[config.mk]
export PLATFORM = sky130hd
export DESIGN_NAME = ldo_regulator_control
export DESIGN_NICKNAME = d
export VERILOG_FILES = /design/src/hdl/ldo_pkg.sv /design/src/hdl/ldo_regulator_control.sv /design/src/hdl/ldo_short_debounce.sv
export SDC_FILE = /design/constraint.sdc
export NUM_CORES = 1
export LEC_CHECK = 0
export BUFFER_PORTS_ARGS = -buffer_cell sky130_fd_sc_hd__buf_2
export CAP_MARGIN = 20
export CORE_MARGIN = 1.5
export CORE_UTILIZATION = 50
export CTS_CLUSTER_DIAMETER = 30
export DETAILED_ROUTE_END_ITERATION = 12
export PLACE_DENSITY = 0.75
export SYNTH_ARGS = -nofsm -noshare
export SYNTH_HDL_FRONTEND = slang
export SYNTH_SLANG_ARGS = --single-unit
[constraint.sdc]
create_clock -name clk -period 3 [get_ports clk]
set_clock_uncertainty 0.2 [all_clocks]
set_input_delay 0.15 -clock clk [delete_from_list [all_inputs] [get_ports clk]]
set_output_delay 0.15 -clock clk [all_outputs]
set_load 0.005 [all_outputs]
[src/hdl/ldo_pkg.sv]
/*
 * Package for the LDO regulator control block: control register layout,
 * reset values, voltage code scaling, debounce length and output states.
 * Assumes nothing of its surroundings.
 */
package ldo_pkg;
	localparam int LDO_COUNT       = 6;
	localparam int LDO_CODE_W      = 4;
	localparam int LDO_MV_W        = 12;
	localparam int LDO_CTL_CODE_LO = 0;
	localparam int LDO_CTL_EN      = 4;
	localparam int LDO_CTL_STBY    = 5;
	localparam int LDO_CTL_LPWR    = 6;
	localparam logic [7:0] LDO_CTL_RESET = 8'h80;
	localparam logic [7:0] LDO_CTL_WMASK = 8'h7f;
	localparam logic       SHORT_SHUTDOWN_RESET = 1'b0;
	localparam int LDO_LOW_GROUP   = 2;
	localparam logic [LDO_MV_W-1:0] LDO_LOW_BASE_MV  = 12'h320;
	localparam logic [LDO_MV_W-1:0] LDO_LOW_STEP_MV  = 12'h032;
	localparam logic [LDO_MV_W-1:0] LDO_HIGH_BASE_MV = 12'h708;
	localparam logic [LDO_MV_W-1:0] LDO_HIGH_STEP_MV = 12'h064;
	localparam int LDO_AUTO_LP_DIV  = 5;
	localparam int LDO_FORCE_LP_DIV = 50;
	localparam int LDO_DEBOUNCE_NS   = 1000;
	localparam int LDO_CLK_PERIOD_NS = 10;
	localparam int LDO_DEBOUNCE_CYC  = (LDO_DEBOUNCE_NS + LDO_CLK_PERIOD_NS - 1)
		/ LDO_CLK_PERIOD_NS;
	localparam int LDO_DB_W          = 8;

	typedef enum logic [1:0] {
		LDO_OUT_OFF,
		LDO_OUT_ON,
		LDO_OUT_LOW_POWER
	} ldo_out_state_t;
endpackage : ldo_pkg

[src/hdl/ldo_regulator_control.sv]
/*
 * Control logic for six linear regulators: control registers, voltage
 * target decode, output state, pull-down, low-power and short protection.
 * Assumes a host writes control bits through plain ports, synchronous to clk.
 */
`timescale 1ns/100ps
module ldo_regulator_control
	import ldo_pkg::*;
#(
	parameter int N            = ldo_pkg::LDO_COUNT,
	parameter int DEBOUNCE_CYC = ldo_pkg::LDO_DEBOUNCE_CYC
) (
	// Clock and reset.
	input  wire logic                          clk,
	input  wire logic                          rst_n,
	// Control register writes, one strobe per regulator.
	input  wire logic [N-1:0]                  ldo_ctl_wr,
	input  wire logic [7:0]                    ldo_ctl_wdata,
	output logic [N-1:0][7:0]                  ldo_control_register,
	// Global protection mode.
	input  wire logic                          short_shutdown_wr,
	input  wire logic                          short_shutdown_wdata,
	output logic                               short_shutdown_enable,
	// Fault flags, masks and interrupt.
	input  wire logic [N-1:0]                  ldo_fault_irq_mask,
	input  wire logic [N-1:0]                  ldo_fault_clear,
	output logic [N-1:0]                       ldo_fault_irq_flag,
	output logic                               ldo_fault_irq,
	// System state and analog sense.
	input  wire logic                          processor_reset_out_n,
	input  wire logic                          standby_event,
	input  wire logic [N-1:0]                  ldo_raw_short,
	input  wire logic [N-1:0]                  ldo_light_load,
	// Analog controls.
	output ldo_pkg::ldo_out_state_t [N-1:0]    ldo_out_state,
	output logic [N-1:0]                       ldo_pull_down,
	output logic [N-1:0]                       ldo_reduced_bias,
	output logic [N-1:0]                       ldo_lowest_bias,
	output logic [N-1:0][ldo_pkg::LDO_MV_W-1:0] ldo_target_mv
);
	////////////////////////////////////////////////////////////////////////
	function automatic logic [LDO_MV_W-1:0] target_mv(input int idx,
		input logic [LDO_CODE_W-1:0] code);
		logic [LDO_MV_W-1:0] c;
		c = LDO_MV_W'(code);
		if (idx < LDO_LOW_GROUP)
			return LDO_MV_W'(LDO_LOW_BASE_MV + c * LDO_LOW_STEP_MV);
		return LDO_MV_W'(LDO_HIGH_BASE_MV + c * LDO_HIGH_STEP_MV);
	endfunction : target_mv

	function automatic ldo_out_state_t out_state(input logic [7:0] ctl,
		input logic stby);
		if (!ctl[LDO_CTL_EN]) return LDO_OUT_OFF;
		if (ctl[LDO_CTL_STBY] && !stby) return LDO_OUT_ON;
		if (ctl[LDO_CTL_LPWR]) return LDO_OUT_LOW_POWER;
		return ctl[LDO_CTL_STBY] ? LDO_OUT_OFF : LDO_OUT_ON;
	endfunction : out_state

	////////////////////////////////////////////////////////////////////////
	logic [N-1:0] short_det;

	for (genvar g = 0; g < N; g++) begin : g_db
		ldo_short_debounce #(.DEBOUNCE_CYC(DEBOUNCE_CYC)) u_db (
			.clk          (clk),
			.rst_n        (rst_n),
			.raw_short    (ldo_raw_short[g]),
			.short_detect (short_det[g])
		);
	end

	////////////////////////////////////////////////////////////////////////
	logic [N-1:0][7:0] ctl_q, ctl_d;
	logic              scp_q, scp_d;
	logic [N-1:0]      flag_q, flag_d;

	// Hardware shutdown beats a same-cycle software write; flag set beats clear.
	always_comb begin
		ctl_d  = ctl_q;
		scp_d  = scp_q;
		flag_d = flag_q;
		if (short_shutdown_wr)
			scp_d = short_shutdown_wdata;
		for (int i = 0; i < N; i++) begin
			if (ldo_ctl_wr[i])
				ctl_d[i] = ldo_ctl_wdata & LDO_CTL_WMASK;
			if (ldo_fault_clear[i])
				flag_d[i] = 1'b0;
			if (short_det[i]) begin
				flag_d[i] = 1'b1;
				if (scp_q)
					ctl_d[i][LDO_CTL_EN] = 1'b0;
			end
		end
	end

	always_ff @(posedge clk) begin
		if (!rst_n) begin
			ctl_q  <= {N{LDO_CTL_RESET}};
			scp_q  <= SHORT_SHUTDOWN_RESET;
			flag_q <= '0;
		end else begin
			ctl_q  <= ctl_d;
			scp_q  <= scp_d;
			flag_q <= flag_d;
		end
	end

	////////////////////////////////////////////////////////////////////////
	ldo_out_state_t [N-1:0]              st_q, st_d;
	logic [N-1:0]                        pd_q, pd_d, rb_q, rb_d, lb_q, lb_d;
	logic [N-1:0][LDO_MV_W-1:0]          mv_q, mv_d;
	logic                                irq_q, irq_d;

	// Outputs are registered, so each follows the control bits one cycle later.
	always_comb begin
		irq_d = |(flag_q & ~ldo_fault_irq_mask);
		for (int i = 0; i < N; i++) begin
			st_d[i] = out_state(ctl_q[i], standby_event);
			pd_d[i] = !ctl_q[i][LDO_CTL_EN] || !processor_reset_out_n;
			lb_d[i] = (st_d[i] == LDO_OUT_LOW_POWER);
			rb_d[i] = lb_d[i] || (st_d[i] == LDO_OUT_ON && ldo_light_load[i]);
			mv_d[i] = target_mv(i, ctl_q[i][LDO_CODE_W-1:0]);
		end
	end

	always_ff @(posedge clk) begin
		if (!rst_n) begin
			// Outputs come up off with every pull-down engaged.
			for (int i = 0; i < N; i++)
				st_q[i] <= LDO_OUT_OFF;
			pd_q  <= '1;
			rb_q  <= '0;
			lb_q  <= '0;
			mv_q  <= '0;
			irq_q <= 1'b0;
		end else begin
			st_q  <= st_d;
			pd_q  <= pd_d;
			rb_q  <= rb_d;
			lb_q  <= lb_d;
			mv_q  <= mv_d;
			irq_q <= irq_d;
		end
	end

	assign ldo_control_register  = ctl_q;
	assign short_shutdown_enable = scp_q;
	assign ldo_fault_irq_flag    = flag_q;
	assign ldo_fault_irq         = irq_q;
	assign ldo_out_state         = st_q;
	assign ldo_pull_down         = pd_q;
	assign ldo_reduced_bias      = rb_q;
	assign ldo_lowest_bias       = lb_q;
	assign ldo_target_mv         = mv_q;

	////////////////////////////////////////////////////////////////////////
	a_mask_blocks_irq: assert property (@(posedge clk) disable iff (!rst_n)
		(flag_q == '0 || (flag_q & ~ldo_fault_irq_mask) == '0) |=> !ldo_fault_irq)
		else $error("Masked fault raised the interrupt.");
	a_irq_unmasked: assert property (@(posedge clk) disable iff (!rst_n)
		(flag_q & ~ldo_fault_irq_mask) != '0 |=> ldo_fault_irq)
		else $error("Unmasked fault did not raise the interrupt.");
	a_pull_down_rst: assert property (@(posedge clk) disable iff (!rst_n)
		!processor_reset_out_n |=> ldo_pull_down == '1)
		else $error("Pull-down off while processor reset low.");

	// Every channel is watched, so a fault on any regulator is covered.
	for (genvar g = 0; g < N; g++) begin : g_chk
		a_shutdown_clears_en: assert property (@(posedge clk) disable iff (!rst_n)
			(short_det[g] && scp_q) |=> !ctl_q[g][LDO_CTL_EN] && flag_q[g])
			else $error("Shutdown did not clear enable and set flag.");
		a_limit_keeps_en: assert property (@(posedge clk) disable iff (!rst_n)
			(short_det[g] && !scp_q && !ldo_ctl_wr[g]) |=> $stable(ctl_q[g]))
			else $error("Limiting mode changed the control register.");
		a_flag_any_mode: assert property (@(posedge clk) disable iff (!rst_n)
			short_det[g] |=> flag_q[g])
			else $error("Fault flag not raised.");
		a_flag_sticky: assert property (@(posedge clk) disable iff (!rst_n)
			(flag_q[g] && !ldo_fault_clear[g]) |=> flag_q[g])
			else $error("Fault flag dropped without a clear.");
		a_pull_down_dis: assert property (@(posedge clk) disable iff (!rst_n)
			!ctl_q[g][LDO_CTL_EN]
			|=> ldo_pull_down[g] && ldo_out_state[g] == LDO_OUT_OFF)
			else $error("Disabled regulator lacks pull-down.");
		a_force_lowest: assert property (@(posedge clk) disable iff (!rst_n)
			(ctl_q[g][LDO_CTL_EN] && ctl_q[g][LDO_CTL_LPWR] && !ctl_q[g][LDO_CTL_STBY])
			|=> ldo_lowest_bias[g] && ldo_reduced_bias[g])
			else $error("Forced low power not applied.");
		a_reduced_light: assert property (@(posedge clk) disable iff (!rst_n)
			(ctl_q[g][LDO_CTL_EN] && ctl_q[g][6:5] == 2'h0 && ldo_light_load[g])
			|=> ldo_reduced_bias[g] && !ldo_lowest_bias[g])
			else $error("Light load did not reduce bias.");
		if (g < LDO_LOW_GROUP) begin : g_low
			a_target_low: assert property (@(posedge clk) disable iff (!rst_n)
				1'b1 |=> ldo_target_mv[g] == LDO_LOW_BASE_MV
				+ LDO_LOW_STEP_MV * LDO_MV_W'($past(ctl_q[g][LDO_CODE_W-1:0])))
				else $error("Low group voltage target wrong.");
		end else begin : g_high
			a_target_high: assert property (@(posedge clk) disable iff (!rst_n)
				1'b1 |=> ldo_target_mv[g] == LDO_HIGH_BASE_MV
				+ LDO_HIGH_STEP_MV * LDO_MV_W'($past(ctl_q[g][LDO_CODE_W-1:0])))
				else $error("High group voltage target wrong.");
		end
	end
endmodule : ldo_regulator_control

[src/hdl/ldo_short_debounce.sv]
/*
 * Short-circuit debounce for one regulator: a fault is reported as a
 * one-cycle pulse once the raw comparator level has persisted for
 * DEBOUNCE_CYC cycles. Assumes the raw level is synchronous to clk.
 */
`timescale 1ns/100ps
module ldo_short_debounce
	import ldo_pkg::*;
#(
	parameter int DEBOUNCE_CYC = ldo_pkg::LDO_DEBOUNCE_CYC
) (
	// Clock and reset.
	input  wire logic clk,
	input  wire logic rst_n,
	// Raw detector level and debounced detection.
	input  wire logic raw_short,
	output logic      short_detect
);
	logic [LDO_DB_W-1:0] cnt_q, cnt_d;
	logic                det_q, det_d;

	// Counts consecutive cycles of fault; the pulse fires once per episode.
	always_comb begin
		cnt_d = cnt_q;
		det_d = 1'b0;
		if (!raw_short) begin
			cnt_d = '0;
		end else if (cnt_q < LDO_DB_W'(DEBOUNCE_CYC)) begin
			cnt_d = cnt_q + LDO_DB_W'(1);
			det_d = (cnt_q == LDO_DB_W'(DEBOUNCE_CYC - 1));
		end
	end

	always_ff @(posedge clk) begin
		if (!rst_n) begin
			cnt_q <= '0;
			det_q <= 1'b0;
		end else begin
			cnt_q <= cnt_d;
			det_q <= det_d;
		end
	end

	assign short_detect = det_q;

	a_debounce_len: assert property (@(posedge clk) disable iff (!rst_n)
		$rose(det_q) |-> $past(raw_short, 1) && $past(raw_short, 2))
		else $error("Short reported without a persisting fault.");
endmodule : ldo_short_debounce

# Yosys cells after proc, flatten, opt, wreduce, memory -nomap -nowiden
# Index checks and enable logic that the tools add are counted.
[totals] input_bits=44 output_inout_bits=158 regBits=212 wordCells=244
[op_classes] n_bitwise=2 eq_ne=18 addsub=12 multipliers=6 n_mux=102 n_reduce_logical=51 n_lt_le_gt_ge=6
[op_table] op="2-to-1 mux 2 bit" count=36
[op_table] op="2-to-1 mux 1 bit" count=60
[op_table] op="multiplier 4 x 5 -> 9 bit (second input constant)" count=6
[op_table] op="adder 11 x 11 -> 12 bit (first input constant)" count=4
[op_table] op="adder 8 x 1 -> 8 bit (second input constant)" count=6
[op_table] op="equality test 8 x 7 -> 1 bit (second input constant)" count=6
[op_table] op="< comparator 8 x 7 -> 1 bit (second input constant)" count=6
[op_table] op="2-to-1 mux 5 bit" count=6
[op_table] op="adder 10 x 10 -> 11 bit (first input constant)" count=2
[op_table] op="AND reduction 3 bit" count=6
[op_table] op="equality test 2 x 1 -> 1 bit (second input constant)" count=6
[op_table] op="equality test 2 bit (second input constant)" count=6
[op_table] op="logical AND 1 bit" count=12
[op_table] op="logical OR 1 bit" count=12
[op_table] op="AND reduction 2 bit" count=6
[op_table] op="nonzero test 2 bit" count=6
[op_table] op="logical NOT 1 bit" count=8
[op_table] op="AND 6 bit" count=1
[op_table] op="NOT 6 bit" count=1
[op_table] op="OR reduction 6 bit" count=1

# Logic depth before layout (Yosys ltp)
[depth] depth_word=12 ltp_mapped=10 mapped_depth_nobuf=10

# Modules after synthesis
# A second synthesis with hierarchy kept.
[hier_totals] hier_cells=912 hier_area_um2=8866.0
[modules_own_cells] mod="ldo_regulator_control" cells_each=636 area_per_inst_um2=6441.2 instances=1 seq_area_each_um2=2922.8
[modules_own_cells] mod="ldo_short_debounce" cells_each=46 area_per_inst_um2=404.1 instances=6 seq_area_each_um2=180.2

# Least setup slack after synthesis
# Ideal clock, no wire load.
[synth_timing] kind="register to register" startpoint="register ctl_q, in the netlist ldo_control_register[17]" endpoint="register mv_q, in the netlist ldo_target_mv[34]" required_ps=2730 setup_slack_ps=497 stages_incl_launch_ff=8 arrival_time_ps=2232 setup_ps=70 period_less_slack_ps=2503 n_path_buf=0 path_cell_list="dfxtp_1 ha_1 ha_1 fa_1 a31oi_2 xnor2_1 or4_1 a21oi_1"
[synth_between] elab_chain_cells=2
[synth_rtl] element="start: declaration" line="ldo_regulator_control.sv:72" rtl="logic [N-1:0][7:0] ctl_q, ctl_d;"
[synth_rtl] element="start signal: assignment" line="ldo_regulator_control.sv:98" rtl="ctl_q <= {N{LDO_CTL_RESET}};"
[synth_rtl] element="start signal: assignment" line="ldo_regulator_control.sv:102" rtl="ctl_q <= ctl_d;"
[synth_rtl] element="multiplier 4 x 5 -> 9 bit" line="ldo_regulator_control.sv:48" rtl="return LDO_MV_W'(LDO_HIGH_BASE_MV + c * LDO_HIGH_STEP_MV);"
[synth_rtl] element="adder 11 x 11 -> 12 bit" line="ldo_regulator_control.sv:48"
[synth_rtl] element="end signal: assignment" line="ldo_regulator_control.sv:141" rtl="mv_q <= mv_d;"
[synth_rtl] element="end: declaration" line="ldo_regulator_control.sv:111" rtl="logic [N-1:0][LDO_MV_W-1:0] mv_q, mv_d;"
# Every way passes these cells.
# A chain may end at the register's enable or synchronous reset.

# Final worst setup path
[layout_timing] startpoint="register ctl_q, in the netlist ldo_control_register[33]" endpoint="register mv_q, in the netlist ldo_target_mv[58]"
# Same word-level chain as after synthesis.

==> out/summary.txt <==
Hold Vio Cnt, Final = 0
port bufs = 188
Ports = 202
Rel. slew slack = 64.0%
DR iter-0 viols = 250
area of the die = 18200 µm²
register area share after synthesis = 46.1%
ys flop type = dfxtp_1
postcts setup bufs = 0
fmax = 377 MHz
CP most frequent cell = ha_1
worst-path fanout max = 7
number of global-route vias before repair = 6360
layout cell share with drive strength beyond 1 = 21.5%
number of enable flip-flop cells after synthesis = 0
critical path cell sequence = ha_1 > ha_1 > fa_1 > a31oi_1 > xnor2_1 > or4_1 > a21oi_1
Clock Latency Late Sink = 0.43 ns
Final Cycle Share = 88.3%
Area Growth Syn to Fin = 23.2%
detailed placer's ending HPWL = 13500 µm
cell family with most CP delay = adder cells
Async S/R FF share, synth = 0%
GRT Total Usage = 21.3%
worst slew pin tran = 0.541 ns
Antenna Nets Post-Route = 0
Seq cells post-synth = 200
Hold Crit Class = in2reg
DIE WIDTH = 135 µm
Crit Path Class = reg2reg
Mapped Cells = 870
largest net degree at the start of global routing = 58
cts hold-fix bufs = 42
clock sinks = 200
first-pass GRT wire length = 30700 µm
Core Area = 17100 µm²
Slowest cell on crit path = or4_1
VDD IR max = 0.384 mV
vias per cell = 5.16
Worst Setup End Kind = register
pwr dens = 537 nW/µm²
via count = 6832
Worst Path Required = 3.15 ns
CP Buf/Inv Count = 0
Pleak = 5.14 nW
setup TNS = 0 ns
critical path arrival = 2.80 ns
Wirelength per Cell = 14.6 µm
synthesized area = 8690 µm²
CTS Root Cell = clkbuf_16
total power = 5.75 mW
initial antenna violation count = 0
Clock H-tree levels = 4
Residual DRC = 0
Clock Path Buffers = 2
crit-path max cell delay = 0.52 ns
mean post-synth cell area = 9.99 µm²
GR Overflow Total = 0
Final Setup Violations = 0
DR pass1 iterations = 5
diode count = 0
status = finished, final reports clean
commonest non-fill, non-tap cell in the layout = dfxtp_1
Total Routed Length = 19300 µm
Max Cap Viol = 0
Pins Over Slew Limit = 0
CTS tree = yes
RSZ-0062 raised after global routing = false
Nets = 1198
gpl congestion = 0.833
initial core utilization = 50.8%
Die H = 135 µm
CTS Buf Count = 17
Clock Pin Slew Worst Setup and Hold Paths = 0.07 ns
post-synth cell types = 59
Synth Warn # = 0
most frequent cells in the layout = dfxtp_1, buf_2, nor2_1, ha_1, mux2i_1
CTS resizes = 0
Startpoint Class = register
Tmin final = 2.65 ns
Row Count = 48
-- layout make-up --
type                    count  area [µm²]
clock inverters            13         136
clock buffers              19         433
well taps                 225         282
repair buffers            234        1390
fillers                  1423        6410
flip-flops and latches    200        4000
inverters                  42         158
multi-input cells         591        4310
-- flip-flops by register name, indices dropped and copies added (netlist names) --
signal and count:
ldo_target_mv 60, ldo_pull_down 6, g_db.u_db.short_detect 6, ldo_out_state 12, ldo_lowest_bias 6, ldo_fault_irq 1
ldo_fault_irq_flag 6, g_db.u_db.cnt_q 48, ldo_control_register 48, ldo_reduced_bias 6, short_shutdown_enable 1
-- cells in the mapped netlist (all sizes together) (12+ instances only) --
cell    number  area (µm²)
buf         25         178
mux2i       54         541
nand3       26         130
dfxtp      200        4000
and3        15        93.8
nand2b      13        81.3
clkbuf      23        86.3
o21ai       20         100
nor3        15        75.1
nor2       112         420
a21oi       25         125
ha          62         776
nand2       27         101
inv         42         158
and2        20         125
xnor2       46         403
and4        12         105
-- path summary, 6_finish.rpt --
check	from	to	slack, ns	cells after the start
min	standby_event	ldo_reduced_bias[1]	0.03	3
max	ldo_control_register[33]	ldo_target_mv[58]	0.35	7
min reg2reg	ldo_control_register[39]	ldo_control_register[39]	0.25	2
max reg2reg	ldo_control_register[33]	ldo_target_mv[58]	0.35	7
-- routing by layer --
layer | GRT usage [%] | share of wire, % | vias to the layer above
met2 | 35.2 | 47 | 178
met4 | 8.24 | 2.3 | 0
met1 | 27.5 | 46 | 3206
li1 | - | - | 3416
met3 | 4.13 | 5.0 | 32
met5 | 0 | 0 | -
-- metrics by stage --
| step | instance area [µm²] | cells | hold slack (ns) | utilization (%) | worst slack, ns |
|---|---|---|---|---|---|
| floorplan | 8730 | 881 | 0.0356 | - | 0.497 |
| global placement | 9720 | 1250 | 0.145 | 56.8 | 0.416 |
| CTS | 10700 | 1324 | 0.00672 | 62.6 | 0.360 |
| detailed placement | 9720 | 1250 | 0.148 | 56.8 | 0.373 |
| finish | 10700 | 1324 | 0.0339 | 62.6 | 0.350 |
| global route | 10700 | 1324 | 0.0345 | 62.6 | 0.179 |
-- power by group --
group	internal, mW	switching [mW]	total, mW	leakage, nW
Clock	1.17	1.05	2.22	0.269
Sequential	2.78	0.0824	2.87	1.64
Combinational	0.323	0.343	0.666	3.23
Total	4.28	1.47	5.75	5.14
-- worst reg2reg max path, stage by stage (launching register included) --
cell     delay, ns
dfxtp_1       0.45
ha_1          0.28
ha_1          0.23
fa_1          0.42
a31oi_1       0.22
xnor2_1       0.12
or4_1         0.52
a21oi_1       0.14
-- logic make-up after synthesis --
| kind of cell | count (synthesis) | share of synthesized area, % |
|---|---|---|
| and+or+nand+nor | 290 | 17.6 |
| DFF | 200 | 46.1 |
| AOI/OAI and AO/OA | 108 | 8.62 |
| xor gates and xnor gates | 59 | 6.29 |
| adders and majority gates | 68 | 10.3 |
| other | 1 | 0.0431 |
| buffers and inverters | 90 | 4.85 |
| muxes | 54 | 6.22 |
No activity file was read; power rests on OpenSTA's default activity.
